===== src/rtl/mlf_pkg.sv =====
// Constants, types and lookup functions for the motor lock fault block
package mlf_pkg;
	localparam int unsigned CLK_HZ      = 10_000_000;
	localparam int unsigned MS_PER_S    = 1000;
	localparam int unsigned TICK_MS     = 1;                           // Length of one wait tick in ms
	localparam int unsigned TICK_CYCLES = CLK_HZ / MS_PER_S * TICK_MS; // Cycles in one wait tick
	localparam int          TICK_W      = 24;
	localparam int          MS_W        = 14;
	localparam int          ADDR_W      = 8;
	localparam int          DATA_W      = 32;
	localparam int          SPEED_W     = 16;
	localparam int          CNT_W       = 5;

	// Register offsets
	localparam logic [ADDR_W-1:0] OFF_CFG1  = 8'h90;
	localparam logic [ADDR_W-1:0] OFF_CFG2  = 8'h94;
	localparam logic [ADDR_W-1:0] OFF_STAT  = 8'h98;
	localparam logic [ADDR_W-1:0] OFF_MASK  = 8'h9c;
	localparam logic [ADDR_W-1:0] OFF_CTRL  = 8'ha0;
	localparam logic [ADDR_W-1:0] OFF_STATE = 8'ha4;

	localparam logic [DATA_W-1:0] CFG1_RST = 32'h00000000;
	localparam logic [DATA_W-1:0] CFG2_RST = 32'h00000000;

	// Field layout
	localparam int MODE_LSB     = 3;
	localparam int MODE_W       = 4;
	localparam int WAIT_LSB     = 0;
	localparam int WAIT_W       = 3;
	localparam int ABN_EN_BIT   = 30;
	localparam int SYNC_EN_BIT  = 29;
	localparam int NOMTR_EN_BIT = 28;
	localparam int THR_LSB      = 24;
	localparam int THR_W        = 4;
	localparam int LIMIT_LSB    = 7;
	localparam int LIMIT_W      = 3;
	localparam int CTRL_CLEAR   = 0;

	// Response mode codes
	localparam logic [MODE_W-1:0] MODE_AUTO_MIN = 4'h4;
	localparam logic [MODE_W-1:0] MODE_REPORT   = 4'h8;
	localparam logic [MODE_W-1:0] MODE_OFF_MIN  = 4'h9;

	// Sticky status bits
	localparam int ST_LOCK  = 0;
	localparam int ST_LATCH = 1;
	localparam int ST_RECOV = 2;
	localparam int ST_LIMIT = 3;
	localparam int ST_W     = 4;

	localparam int unsigned THR_STEP_HZ = 250;

	typedef enum logic [1:0] {MLF_TRISTATE, MLF_RECIRC, MLF_HS_BRAKE, MLF_LS_BRAKE} mlf_action_t;
	typedef enum logic [1:0] {MLF_IDLE, MLF_WAIT, MLF_LATCHED} mlf_state_t;

	// Recovery wait in ms per code
	function automatic logic [MS_W-1:0] wait_ms(input logic [WAIT_W-1:0] code);
		case (code)
			3'h0:    wait_ms = 14'h0064;
			3'h1:    wait_ms = 14'h01f4;
			3'h2:    wait_ms = 14'h03e8;
			3'h3:    wait_ms = 14'h07d0;
			3'h4:    wait_ms = 14'h0bb8;
			3'h5:    wait_ms = 14'h1388;
			3'h6:    wait_ms = 14'h1d4c;
			default: wait_ms = 14'h2710;
		endcase
	endfunction

	// Recovery attempt limit, zero meaning no limit
	function automatic logic [CNT_W-1:0] retry_limit(input logic [LIMIT_W-1:0] code);
		case (code)
			3'h0:    retry_limit = 5'h00;
			3'h1:    retry_limit = 5'h02;
			3'h2:    retry_limit = 5'h03;
			3'h3:    retry_limit = 5'h05;
			3'h4:    retry_limit = 5'h07;
			3'h5:    retry_limit = 5'h0a;
			3'h6:    retry_limit = 5'h0f;
			default: retry_limit = 5'h14;
		endcase
	endfunction

	// Overspeed trip point in Hz, linear in steps
	function automatic logic [SPEED_W-1:0] trip_hz(input logic [THR_W-1:0] code);
		trip_hz = SPEED_W'((int'(code) + 1) * THR_STEP_HZ);
	endfunction
endpackage


===== src/rtl/mlf_if.sv =====
// Handshake between the lock controller and its recovery wait timer
interface mlf_if;
	logic                    start;
	logic [mlf_pkg::MS_W-1:0] wait_ms;
	logic                    done;
	modport ctl (output start, output wait_ms, input done);
	modport tmr (input start, input wait_ms, output done);
endinterface


===== src/rtl/mlf_top.sv =====
// Motor lock fault response: settings, lock detection gating, bridge action and recovery
// How it works
// - Codes 0-3 latch fault, set bridge state
// - Codes 4-7 hold bridge, recover after wait
// - Code 8 reports lock, bridge untouched
// - Codes 9 to F disable lock detection
// - Brakes switch all high or low switches
// - Wait field picks 100 to 10000 ms
// - Second settings register at 94h, resets zero
// - Bit 30 enables abnormal speed lock
// - Bit 29 enables sync loss lock
// - Bit 28 enables no-motor lock
// - Trip point 250 Hz steps up to 4000
// - Recovery attempts limited by three-bit field
module mlf_top #(
	parameter int unsigned TICK_CYCLES = mlf_pkg::TICK_CYCLES
) (
	input  wire logic                         mclk,
	input  wire logic                         resetn,
	input  wire logic [mlf_pkg::ADDR_W-1:0]   addr,
	input  wire logic [mlf_pkg::DATA_W-1:0]   wdata,
	input  wire logic                         wr_en,
	input  wire logic                         rd_en,
	output logic      [mlf_pkg::DATA_W-1:0]   rdata,
	input  wire logic [mlf_pkg::SPEED_W-1:0]  elec_speed_hz,
	input  wire logic                         sync_loss_lock,
	input  wire logic                         no_motor_lock,
	output logic                              fault_out_n,
	output logic                              bridge_hold,
	output logic                              bridge_tristate,
	output logic                              bridge_recirc,
	output logic      [2:0]                   hs_on,
	output logic      [2:0]                   ls_on,
	output logic                              irq
);
	logic [mlf_pkg::DATA_W-1:0]   cfg1_r;
	logic [mlf_pkg::DATA_W-1:0]   cfg2_r;
	logic [mlf_pkg::ST_W-1:0]     status_r;
	logic [mlf_pkg::ST_W-1:0]     status_nxt;
	logic [mlf_pkg::ST_W-1:0]     mask_r;
	logic [mlf_pkg::ST_W-1:0]     set_w;
	logic [mlf_pkg::CNT_W-1:0]    attempts_r;
	logic [mlf_pkg::CNT_W-1:0]    attempts_nxt;
	mlf_pkg::mlf_state_t          state_r;
	mlf_pkg::mlf_state_t          state_nxt;
	mlf_pkg::mlf_action_t         action_r;
	mlf_pkg::mlf_action_t         action_nxt;
	logic                         start_w;
	logic [mlf_pkg::DATA_W-1:0]   rdata_r;
	logic                         fault_n_r;
	logic                         hold_r;
	logic                         tri_r;
	logic                         recirc_r;
	logic [2:0]                   hs_r;
	logic [2:0]                   ls_r;
	logic                         irq_r;

	wire  [mlf_pkg::MODE_W-1:0]   mode_w;
	wire  [mlf_pkg::WAIT_W-1:0]   wait_code_w;
	wire  [mlf_pkg::CNT_W-1:0]    limit_w;
	wire  [mlf_pkg::SPEED_W-1:0]  trip_w;
	wire                          abn_lock_w;
	wire                          sync_lock_w;
	wire                          nomtr_lock_w;
	wire                          detect_on_w;
	wire                          lock_ev_w;
	wire                          is_latch_w;
	wire                          limit_hit_w;
	wire                          wr_cfg1_w;
	wire                          wr_cfg2_w;
	wire                          wr_stat_w;
	wire                          wr_mask_w;
	wire                          clear_w;
	wire                          hold_nxt_w;
	wire  [mlf_pkg::ST_W-1:0]     stat_clr_w;
	wire  [mlf_pkg::DATA_W-1:0]   state_word_w;
	wire  [mlf_pkg::DATA_W-1:0]   rd_mux_w;

	mlf_if tim ();

	mlf_timer #(
		.TICK_CYCLES (TICK_CYCLES)
	) u_timer (
		.mclk   (mclk),
		.resetn (resetn),
		.tif    (tim.tmr)
	);

	// Field extraction from the settings registers
	assign mode_w      = cfg1_r[mlf_pkg::MODE_LSB +: mlf_pkg::MODE_W];
	assign wait_code_w = cfg1_r[mlf_pkg::WAIT_LSB +: mlf_pkg::WAIT_W];
	assign limit_w     = mlf_pkg::retry_limit(cfg2_r[mlf_pkg::LIMIT_LSB +: mlf_pkg::LIMIT_W]);
	assign trip_w      = mlf_pkg::trip_hz(cfg2_r[mlf_pkg::THR_LSB +: mlf_pkg::THR_W]);

	// Per-type lock enables; detector pulses share this clock so need no synchroniser
	assign abn_lock_w   = cfg2_r[mlf_pkg::ABN_EN_BIT] && (elec_speed_hz > trip_w);
	assign sync_lock_w  = cfg2_r[mlf_pkg::SYNC_EN_BIT] && sync_loss_lock;
	assign nomtr_lock_w = cfg2_r[mlf_pkg::NOMTR_EN_BIT] && no_motor_lock;
	assign detect_on_w  = mode_w < mlf_pkg::MODE_OFF_MIN;
	assign lock_ev_w    = detect_on_w && (abn_lock_w || sync_lock_w || nomtr_lock_w);
	assign is_latch_w   = mode_w < mlf_pkg::MODE_AUTO_MIN;
	assign limit_hit_w  = (limit_w != '0) && (attempts_r >= limit_w);

	// Register decode
	assign wr_cfg1_w  = wr_en && (addr == mlf_pkg::OFF_CFG1);
	assign wr_cfg2_w  = wr_en && (addr == mlf_pkg::OFF_CFG2);
	assign wr_stat_w  = wr_en && (addr == mlf_pkg::OFF_STAT);
	assign wr_mask_w  = wr_en && (addr == mlf_pkg::OFF_MASK);
	assign clear_w    = wr_en && (addr == mlf_pkg::OFF_CTRL) && wdata[mlf_pkg::CTRL_CLEAR];
	assign stat_clr_w = wr_stat_w ? wdata[mlf_pkg::ST_W-1:0] : '0;

	// Read selection, unmapped offsets read as zero
	assign state_word_w = {22'h000000, attempts_r, action_r, state_r == mlf_pkg::MLF_WAIT,
		state_r == mlf_pkg::MLF_LATCHED, !fault_n_r};
	assign rd_mux_w = (addr == mlf_pkg::OFF_CFG1)  ? cfg1_r :
	                  (addr == mlf_pkg::OFF_CFG2)  ? cfg2_r :
	                  (addr == mlf_pkg::OFF_STAT)  ? {28'h0000000, status_r} :
	                  (addr == mlf_pkg::OFF_MASK)  ? {28'h0000000, mask_r} :
	                  (addr == mlf_pkg::OFF_STATE) ? state_word_w : 32'h00000000;

	// Timer request
	assign tim.start   = start_w;
	assign tim.wait_ms = mlf_pkg::wait_ms(wait_code_w);

	// Response state machine
	always_comb begin
		state_nxt    = state_r;
		action_nxt   = action_r;
		attempts_nxt = clear_w ? '0 : attempts_r;
		start_w      = 1'b0;
		set_w        = '0;
		set_w[mlf_pkg::ST_LOCK] = lock_ev_w;
		case (state_r)
			mlf_pkg::MLF_IDLE: begin
				if (lock_ev_w && (mode_w != mlf_pkg::MODE_REPORT)) begin
					action_nxt = mlf_pkg::mlf_action_t'(mode_w[1:0]);
					if (is_latch_w) begin
						state_nxt = mlf_pkg::MLF_LATCHED;
						set_w[mlf_pkg::ST_LATCH] = 1'b1;
					end else if (limit_hit_w) begin
						state_nxt = mlf_pkg::MLF_LATCHED;
						set_w[mlf_pkg::ST_LATCH] = 1'b1;
						set_w[mlf_pkg::ST_LIMIT] = 1'b1;
					end else begin
						state_nxt    = mlf_pkg::MLF_WAIT;
						start_w      = 1'b1;
						attempts_nxt = attempts_r + mlf_pkg::CNT_W'(1);
					end
				end
			end
			mlf_pkg::MLF_WAIT: begin
				if (tim.done) begin
					state_nxt = mlf_pkg::MLF_IDLE;
					set_w[mlf_pkg::ST_RECOV] = 1'b1;
				end
			end
			mlf_pkg::MLF_LATCHED: begin
				if (clear_w) begin
					state_nxt = mlf_pkg::MLF_IDLE;
				end
			end
			default: begin
				state_nxt = mlf_pkg::MLF_IDLE;
			end
		endcase
	end

	// Sticky status: a new event wins over a write-one clear in the same cycle
	assign status_nxt = (status_r & ~stat_clr_w) | set_w;
	assign hold_nxt_w = state_nxt != mlf_pkg::MLF_IDLE;

	// Settings and status registers
	always_ff @(posedge mclk or negedge resetn) begin
		if (!resetn) begin
			cfg1_r   <= mlf_pkg::CFG1_RST;
			cfg2_r   <= mlf_pkg::CFG2_RST;
			status_r <= '0;
			mask_r   <= '0;
		end else begin
			cfg1_r   <= wr_cfg1_w ? wdata : cfg1_r;
			cfg2_r   <= wr_cfg2_w ? wdata : cfg2_r;
			status_r <= status_nxt;
			mask_r   <= wr_mask_w ? wdata[mlf_pkg::ST_W-1:0] : mask_r;
		end
	end

	// Controller state
	always_ff @(posedge mclk or negedge resetn) begin
		if (!resetn) begin
			state_r    <= mlf_pkg::MLF_IDLE;
			action_r   <= mlf_pkg::MLF_TRISTATE;
			attempts_r <= '0;
		end else begin
			state_r    <= state_nxt;
			action_r   <= action_nxt;
			attempts_r <= attempts_nxt;
		end
	end

	// Outputs registered from next state so they change with the state itself
	always_ff @(posedge mclk or negedge resetn) begin
		if (!resetn) begin
			fault_n_r <= 1'b1;
			hold_r    <= 1'b0;
			tri_r     <= 1'b0;
			recirc_r  <= 1'b0;
			hs_r      <= 3'h0;
			ls_r      <= 3'h0;
			irq_r     <= 1'b0;
			rdata_r   <= '0;
		end else begin
			fault_n_r <= state_nxt != mlf_pkg::MLF_LATCHED;
			hold_r    <= hold_nxt_w;
			tri_r     <= hold_nxt_w && (action_nxt == mlf_pkg::MLF_TRISTATE);
			recirc_r  <= hold_nxt_w && (action_nxt == mlf_pkg::MLF_RECIRC);
			hs_r      <= {3{hold_nxt_w && (action_nxt == mlf_pkg::MLF_HS_BRAKE)}};
			ls_r      <= {3{hold_nxt_w && (action_nxt == mlf_pkg::MLF_LS_BRAKE)}};
			irq_r     <= |(status_nxt & mask_r);
			rdata_r   <= rd_en ? rd_mux_w : '0;
		end
	end

	assign rdata           = rdata_r;
	assign fault_out_n     = fault_n_r;
	assign bridge_hold     = hold_r;
	assign bridge_tristate = tri_r;
	assign bridge_recirc   = recirc_r;
	assign hs_on           = hs_r;
	assign ls_on           = ls_r;
	assign irq             = irq_r;
endmodule


===== src/rtl/mlf_timer.sv =====
// Recovery wait timer counting whole milliseconds from a tick divider
module mlf_timer #(
	parameter int unsigned TICK_CYCLES = mlf_pkg::TICK_CYCLES
) (
	input  wire logic mclk,
	input  wire logic resetn,
	mlf_if.tmr        tif
);
	logic [mlf_pkg::TICK_W-1:0] tick_cnt_r;
	logic [mlf_pkg::MS_W-1:0]   ms_cnt_r;
	logic [mlf_pkg::MS_W-1:0]   target_r;
	logic                       run_r;
	logic                       done_r;
	wire                        tick_w;
	wire                        last_w;

	// Tick enable once per ms, last tick ends the wait
	assign tick_w = run_r && (tick_cnt_r == mlf_pkg::TICK_W'(TICK_CYCLES - 1));
	assign last_w = tick_w && (ms_cnt_r == target_r - mlf_pkg::MS_W'(1));
	assign tif.done = done_r;

	// A new start restarts the count, so a stale wait never ends early
	always_ff @(posedge mclk or negedge resetn) begin
		if (!resetn) begin
			tick_cnt_r <= '0;
			ms_cnt_r   <= '0;
			target_r   <= '0;
			run_r      <= 1'b0;
			done_r     <= 1'b0;
		end else begin
			done_r <= last_w;
			if (tif.start) begin
				tick_cnt_r <= '0;
				ms_cnt_r   <= '0;
				target_r   <= tif.wait_ms;
				run_r      <= 1'b1;
			end else if (run_r) begin
				tick_cnt_r <= tick_w ? '0 : tick_cnt_r + mlf_pkg::TICK_W'(1);
				ms_cnt_r   <= tick_w ? ms_cnt_r + mlf_pkg::MS_W'(1) : ms_cnt_r;
				run_r      <= !last_w;
			end
		end
	end
endmodule


===== config.mk =====
export PLATFORM = sky130hd
export DESIGN_NAME = mlf_top
export DESIGN_NICKNAME = d
export VERILOG_FILES = /design/src/rtl/mlf_pkg.sv /design/src/rtl/mlf_if.sv /design/src/rtl/mlf_top.sv /design/src/rtl/mlf_timer.sv
export SDC_FILE = /design/constraint.sdc
export NUM_CORES = 1
export LEC_CHECK = 0
export BUFFER_PORTS_ARGS = -buffer_cell sky130_fd_sc_hd__buf_2
export CORE_UTILIZATION = 58
export CTS_BUF_LIST = sky130_fd_sc_hd__clkbuf_4 sky130_fd_sc_hd__clkbuf_8
export CTS_CLUSTER_SIZE = 25
export DETAILED_ROUTE_END_ITERATION = 10
export GPL_TIMING_DRIVEN = 1
export PLACE_DENSITY = 0.87
export SLEW_MARGIN = 15
export SYNTH_ARGS = -nofsm -noshare
export SYNTH_HDL_FRONTEND = slang
export SYNTH_HIERARCHICAL = 1
export SYNTH_SLANG_ARGS = --single-unit
export TNS_END_PERCENT = 5

===== constraint.sdc =====
create_clock -name mclk -period 16.59 [get_ports mclk]
set_input_delay 0.8295 -clock mclk [delete_from_list [all_inputs] [get_ports mclk]]
set_output_delay 0.8295 -clock mclk [all_outputs]
set_load 0.05 [all_outputs]

==> metrics.txt <==
Worst Path Max Fanout 43; Detail Placement HPWL between 15000 and 20000 um; post-route cell area about 11000 um^2; Final Skew 9.04 ps; Tmin final 8340 ps; CTS Buf Count 17; layout cells sized above 1 0.251; die area approximately 17000 um^2; Rows 46; htree depth 4; first-pass detailed-route iteration total 6; synth top area cells dfrtp_1, mux2_2, ha_1, xor2_1, nor2b_1; Final period util 0.503; clk slew on worst S/H paths roughly 90 ps; Mapped Area between 9000 and 10000 um^2; maximum VDD drop 62.2 uV; Final GP Congestion slightly below 0.9; worst flop-to-flop path startpoint cfg2_r[24]; Post-CTS Resized 0; Area after DPL ~10000 um^2; worst reg-to-reg path cell count 26; Slowest cell on crit path nor4_1; sequential cell area fraction in the yosys report 0.455; Hold Path Class primary input to async pin; PwrDens 80.9 nW/um^2; Final #Nets ~1.1k; Ys Warns 6; vias in the first global route about 7.3k; initial antenna violation count 2; wire per inst around 18 um; pre-CTS WS about 8400 ps; global-route wire length before repair 35700 um; area of the core 16000 um^2; Post-CTS Hold Fix Bufs 0; leading area contributor after synthesis dfrtp_1; fillers roughly 1.2k; RSZ-0062 raised after global routing no; crit path DAT around 8700 ps; Total GRT Usage 0.274; Post-synth EDFFs 0; CTS tree yes; Chip Height around 130 um; Yosys top cell area share 0.452; Post-CTS Setup Bufs 0; status finished clean; Skew-Pair Late Insertion Delay ~450 ps; r2r setup slk between 8000 and 9000 ps; Synth Flop Type dfrtp_1; area delta synth->final 11.3%; Slew Viols, Final 0; setup ws final 8250 ps; Post-synth top cells dfrtp_1, mux2_2, nor2_1, inv_1, nand2_1; Initial DRC Count 603; Max-cap violations 0; Mean Syn Cell Area about 11 um^2; Post-Synthesis Cells just under 900; Layout Utilization 0.667; Netlist cell types just over 80; #FFs+latches synth roughly 170; antenna-violating nets left 0; asr flop ratio synth 1.00; dpl cells ~1.2k; DR vias between 7k and 8k; number of buffers on the longest clock path 2; endpoints failing hold 0; WS Path Type register to register; RR Endpoint u_timer/tick_cnt_r[17]; slowest stage delay, CP 810 ps; clock sinks ~170; CTS Root Buffer Type clkbuf_8; LEAKAGE 5.08 nW; Crit. End Element register; most common cell in the synthesized netlist dfrtp_1; fmax between 100 and 150 MHz; initial core utilization 0.599; die width approximately 130 um; largest net degree at the start of global routing 111; worst-margin pin slew approximately 1000 ps; detailed-route DRC error count 0; fin cells about 1.2k; Worst setup startpoint cfg2_r[24]; port buffer count roughly 100; gr ovfl total 0; vias per cell 6.09; Slew HR 0.345; WL final between 20000 and 25000 um; # setup viols final 0; Worst EP required between 15000 and 20000 ps; CP endpoint u_timer/tick_cnt_r[17]; Worst Setup Start Kind register; TNS Setup 0 ps; IO Pins 105
==> placed cells by master, fill, tap and decap left out, types with 3 or more instances in the layout <==
cell / instances
and3_1: 9
ha_1: 42
clkbuf_8: 20
buf_2: 103
bufinv_16: 4
nor3_1: 11
o21ai_0: 25
a31o_2: 3
nor4_1: 12
fa_1: 10
nor4b_1: 4
nor2_1: 51
and4_1: 6
nor2b_1: 35
or4_1: 4
mux2_2: 80
inv_1: 46
xor2_1: 31
nand3_1: 24
nand4_1: 14
o211ai_1: 4
nand2_1: 43
dfrtp_1: 173
mux2i_1: 5
and2_1: 7
a211oi_1: 5
a21boi_0: 4
o41ai_1: 3
xnor2_1: 22
a222oi_1: 9
or3_1: 9
nand2b_1: 12
o31ai_1: 7
a21oi_1: 35
a21o_1: 6
buf_4: 6
a22o_1: 3
a22oi_1: 27
o22ai_1: 6
nand3b_1: 5
==> state kept, by name, summed over array words and instances (netlist names), 2 cells and up <==
name	flops
status_r	4
u_timer/target_r	14
mask_r	4
state_r	2
u_timer/ms_cnt_r	14
attempts_r	5
rdata	32
u_timer/tick_cnt_r	24
cfg1_r	32
action_r	2
cfg2_r	32
==> routing by layer <==
layer / track usage / wire length (um) / up-vias / share of wire
met2: 0.435 / 10400 / 299 / 0.48
met3: 0.0676 / 1570 / 65 / 0.072
met4: 0.129 / 690 / 2 / 0.032
met1: 0.354 / 8970 / 3601 / 0.42
met5: 0 / 13 / - / 0.00060
li1: - / - / 3356 / -
==> cell type report <==
cell class                      count  area (um^2)  area share
Sequential cell                   174         4360       0.408
Clock inverter                      9          158      0.0148
Timing Repair Buffer              110          572      0.0536
Tap cell                          216          270      0.0253
Multi-Input combinational cell    624         4840       0.454
Inverter                           47          176      0.0165
Clock buffer                       22          290      0.0272
Antenna cell                        1         2.50    0.000235
==> power by group <==
group / switching (mW) / internal, mW
Clock: 0.149 / 0.179
Sequential: 0.00781 / 0.433
Combinational: 0.0533 / 0.0410
Total: 0.210 / 0.653
==> critical path, delay by kind of cell (launching register included) <==
family          cells  cell delay, ps
compound gates      6            1770
fa+ha+maj           6            2520
simple gates        7            1920
buf+inv             4             710
flops               1             570
xor+xnor            3             670
==> cell families after synthesis <==
| kind of cell | after synthesis | synth area share |
|---|---|---|
| and+or+nand+nor | 273 | 0.165 |
| DFF | 174 | 0.455 |
| AOI/OAI and AO/OA | 158 | 0.114 |
| buffers and inverters | 91 | 0.0410 |
| muxes | 86 | 0.100 |
| xor gates and xnor gates | 53 | 0.0484 |
| adders and majority gates | 52 | 0.0757 |
| other | 1 | 0.000391 |
==> worst min path at each step <==
| stage | start | to | cells after the start |
|---|---|---|---|
| floorplan | status_r[0] | status_r[0] | 2 |
| global placement | status_r[0] | status_r[0] | 2 |
| detailed placement | status_r[0] | status_r[0] | 2 |
| CTS | resetn | rdata[0] | 1 |
| global route | status_r[0] | status_r[0] | 2 |
| finish | resetn | rdata[0] | 1 |
==> stage by stage <==
| step | power, mW | hold WS (ps) |
|---|---|---|
| floorplan | 0.506 | 452 |
| global placement | 0.537 | 481 |
| detailed placement | 0.543 | 484 |
| CTS | 0.870 | 505 |
| global route | 0.899 | 523 |
| finish | 0.863 | 475 |
Power figures use the tool's default switching activity.
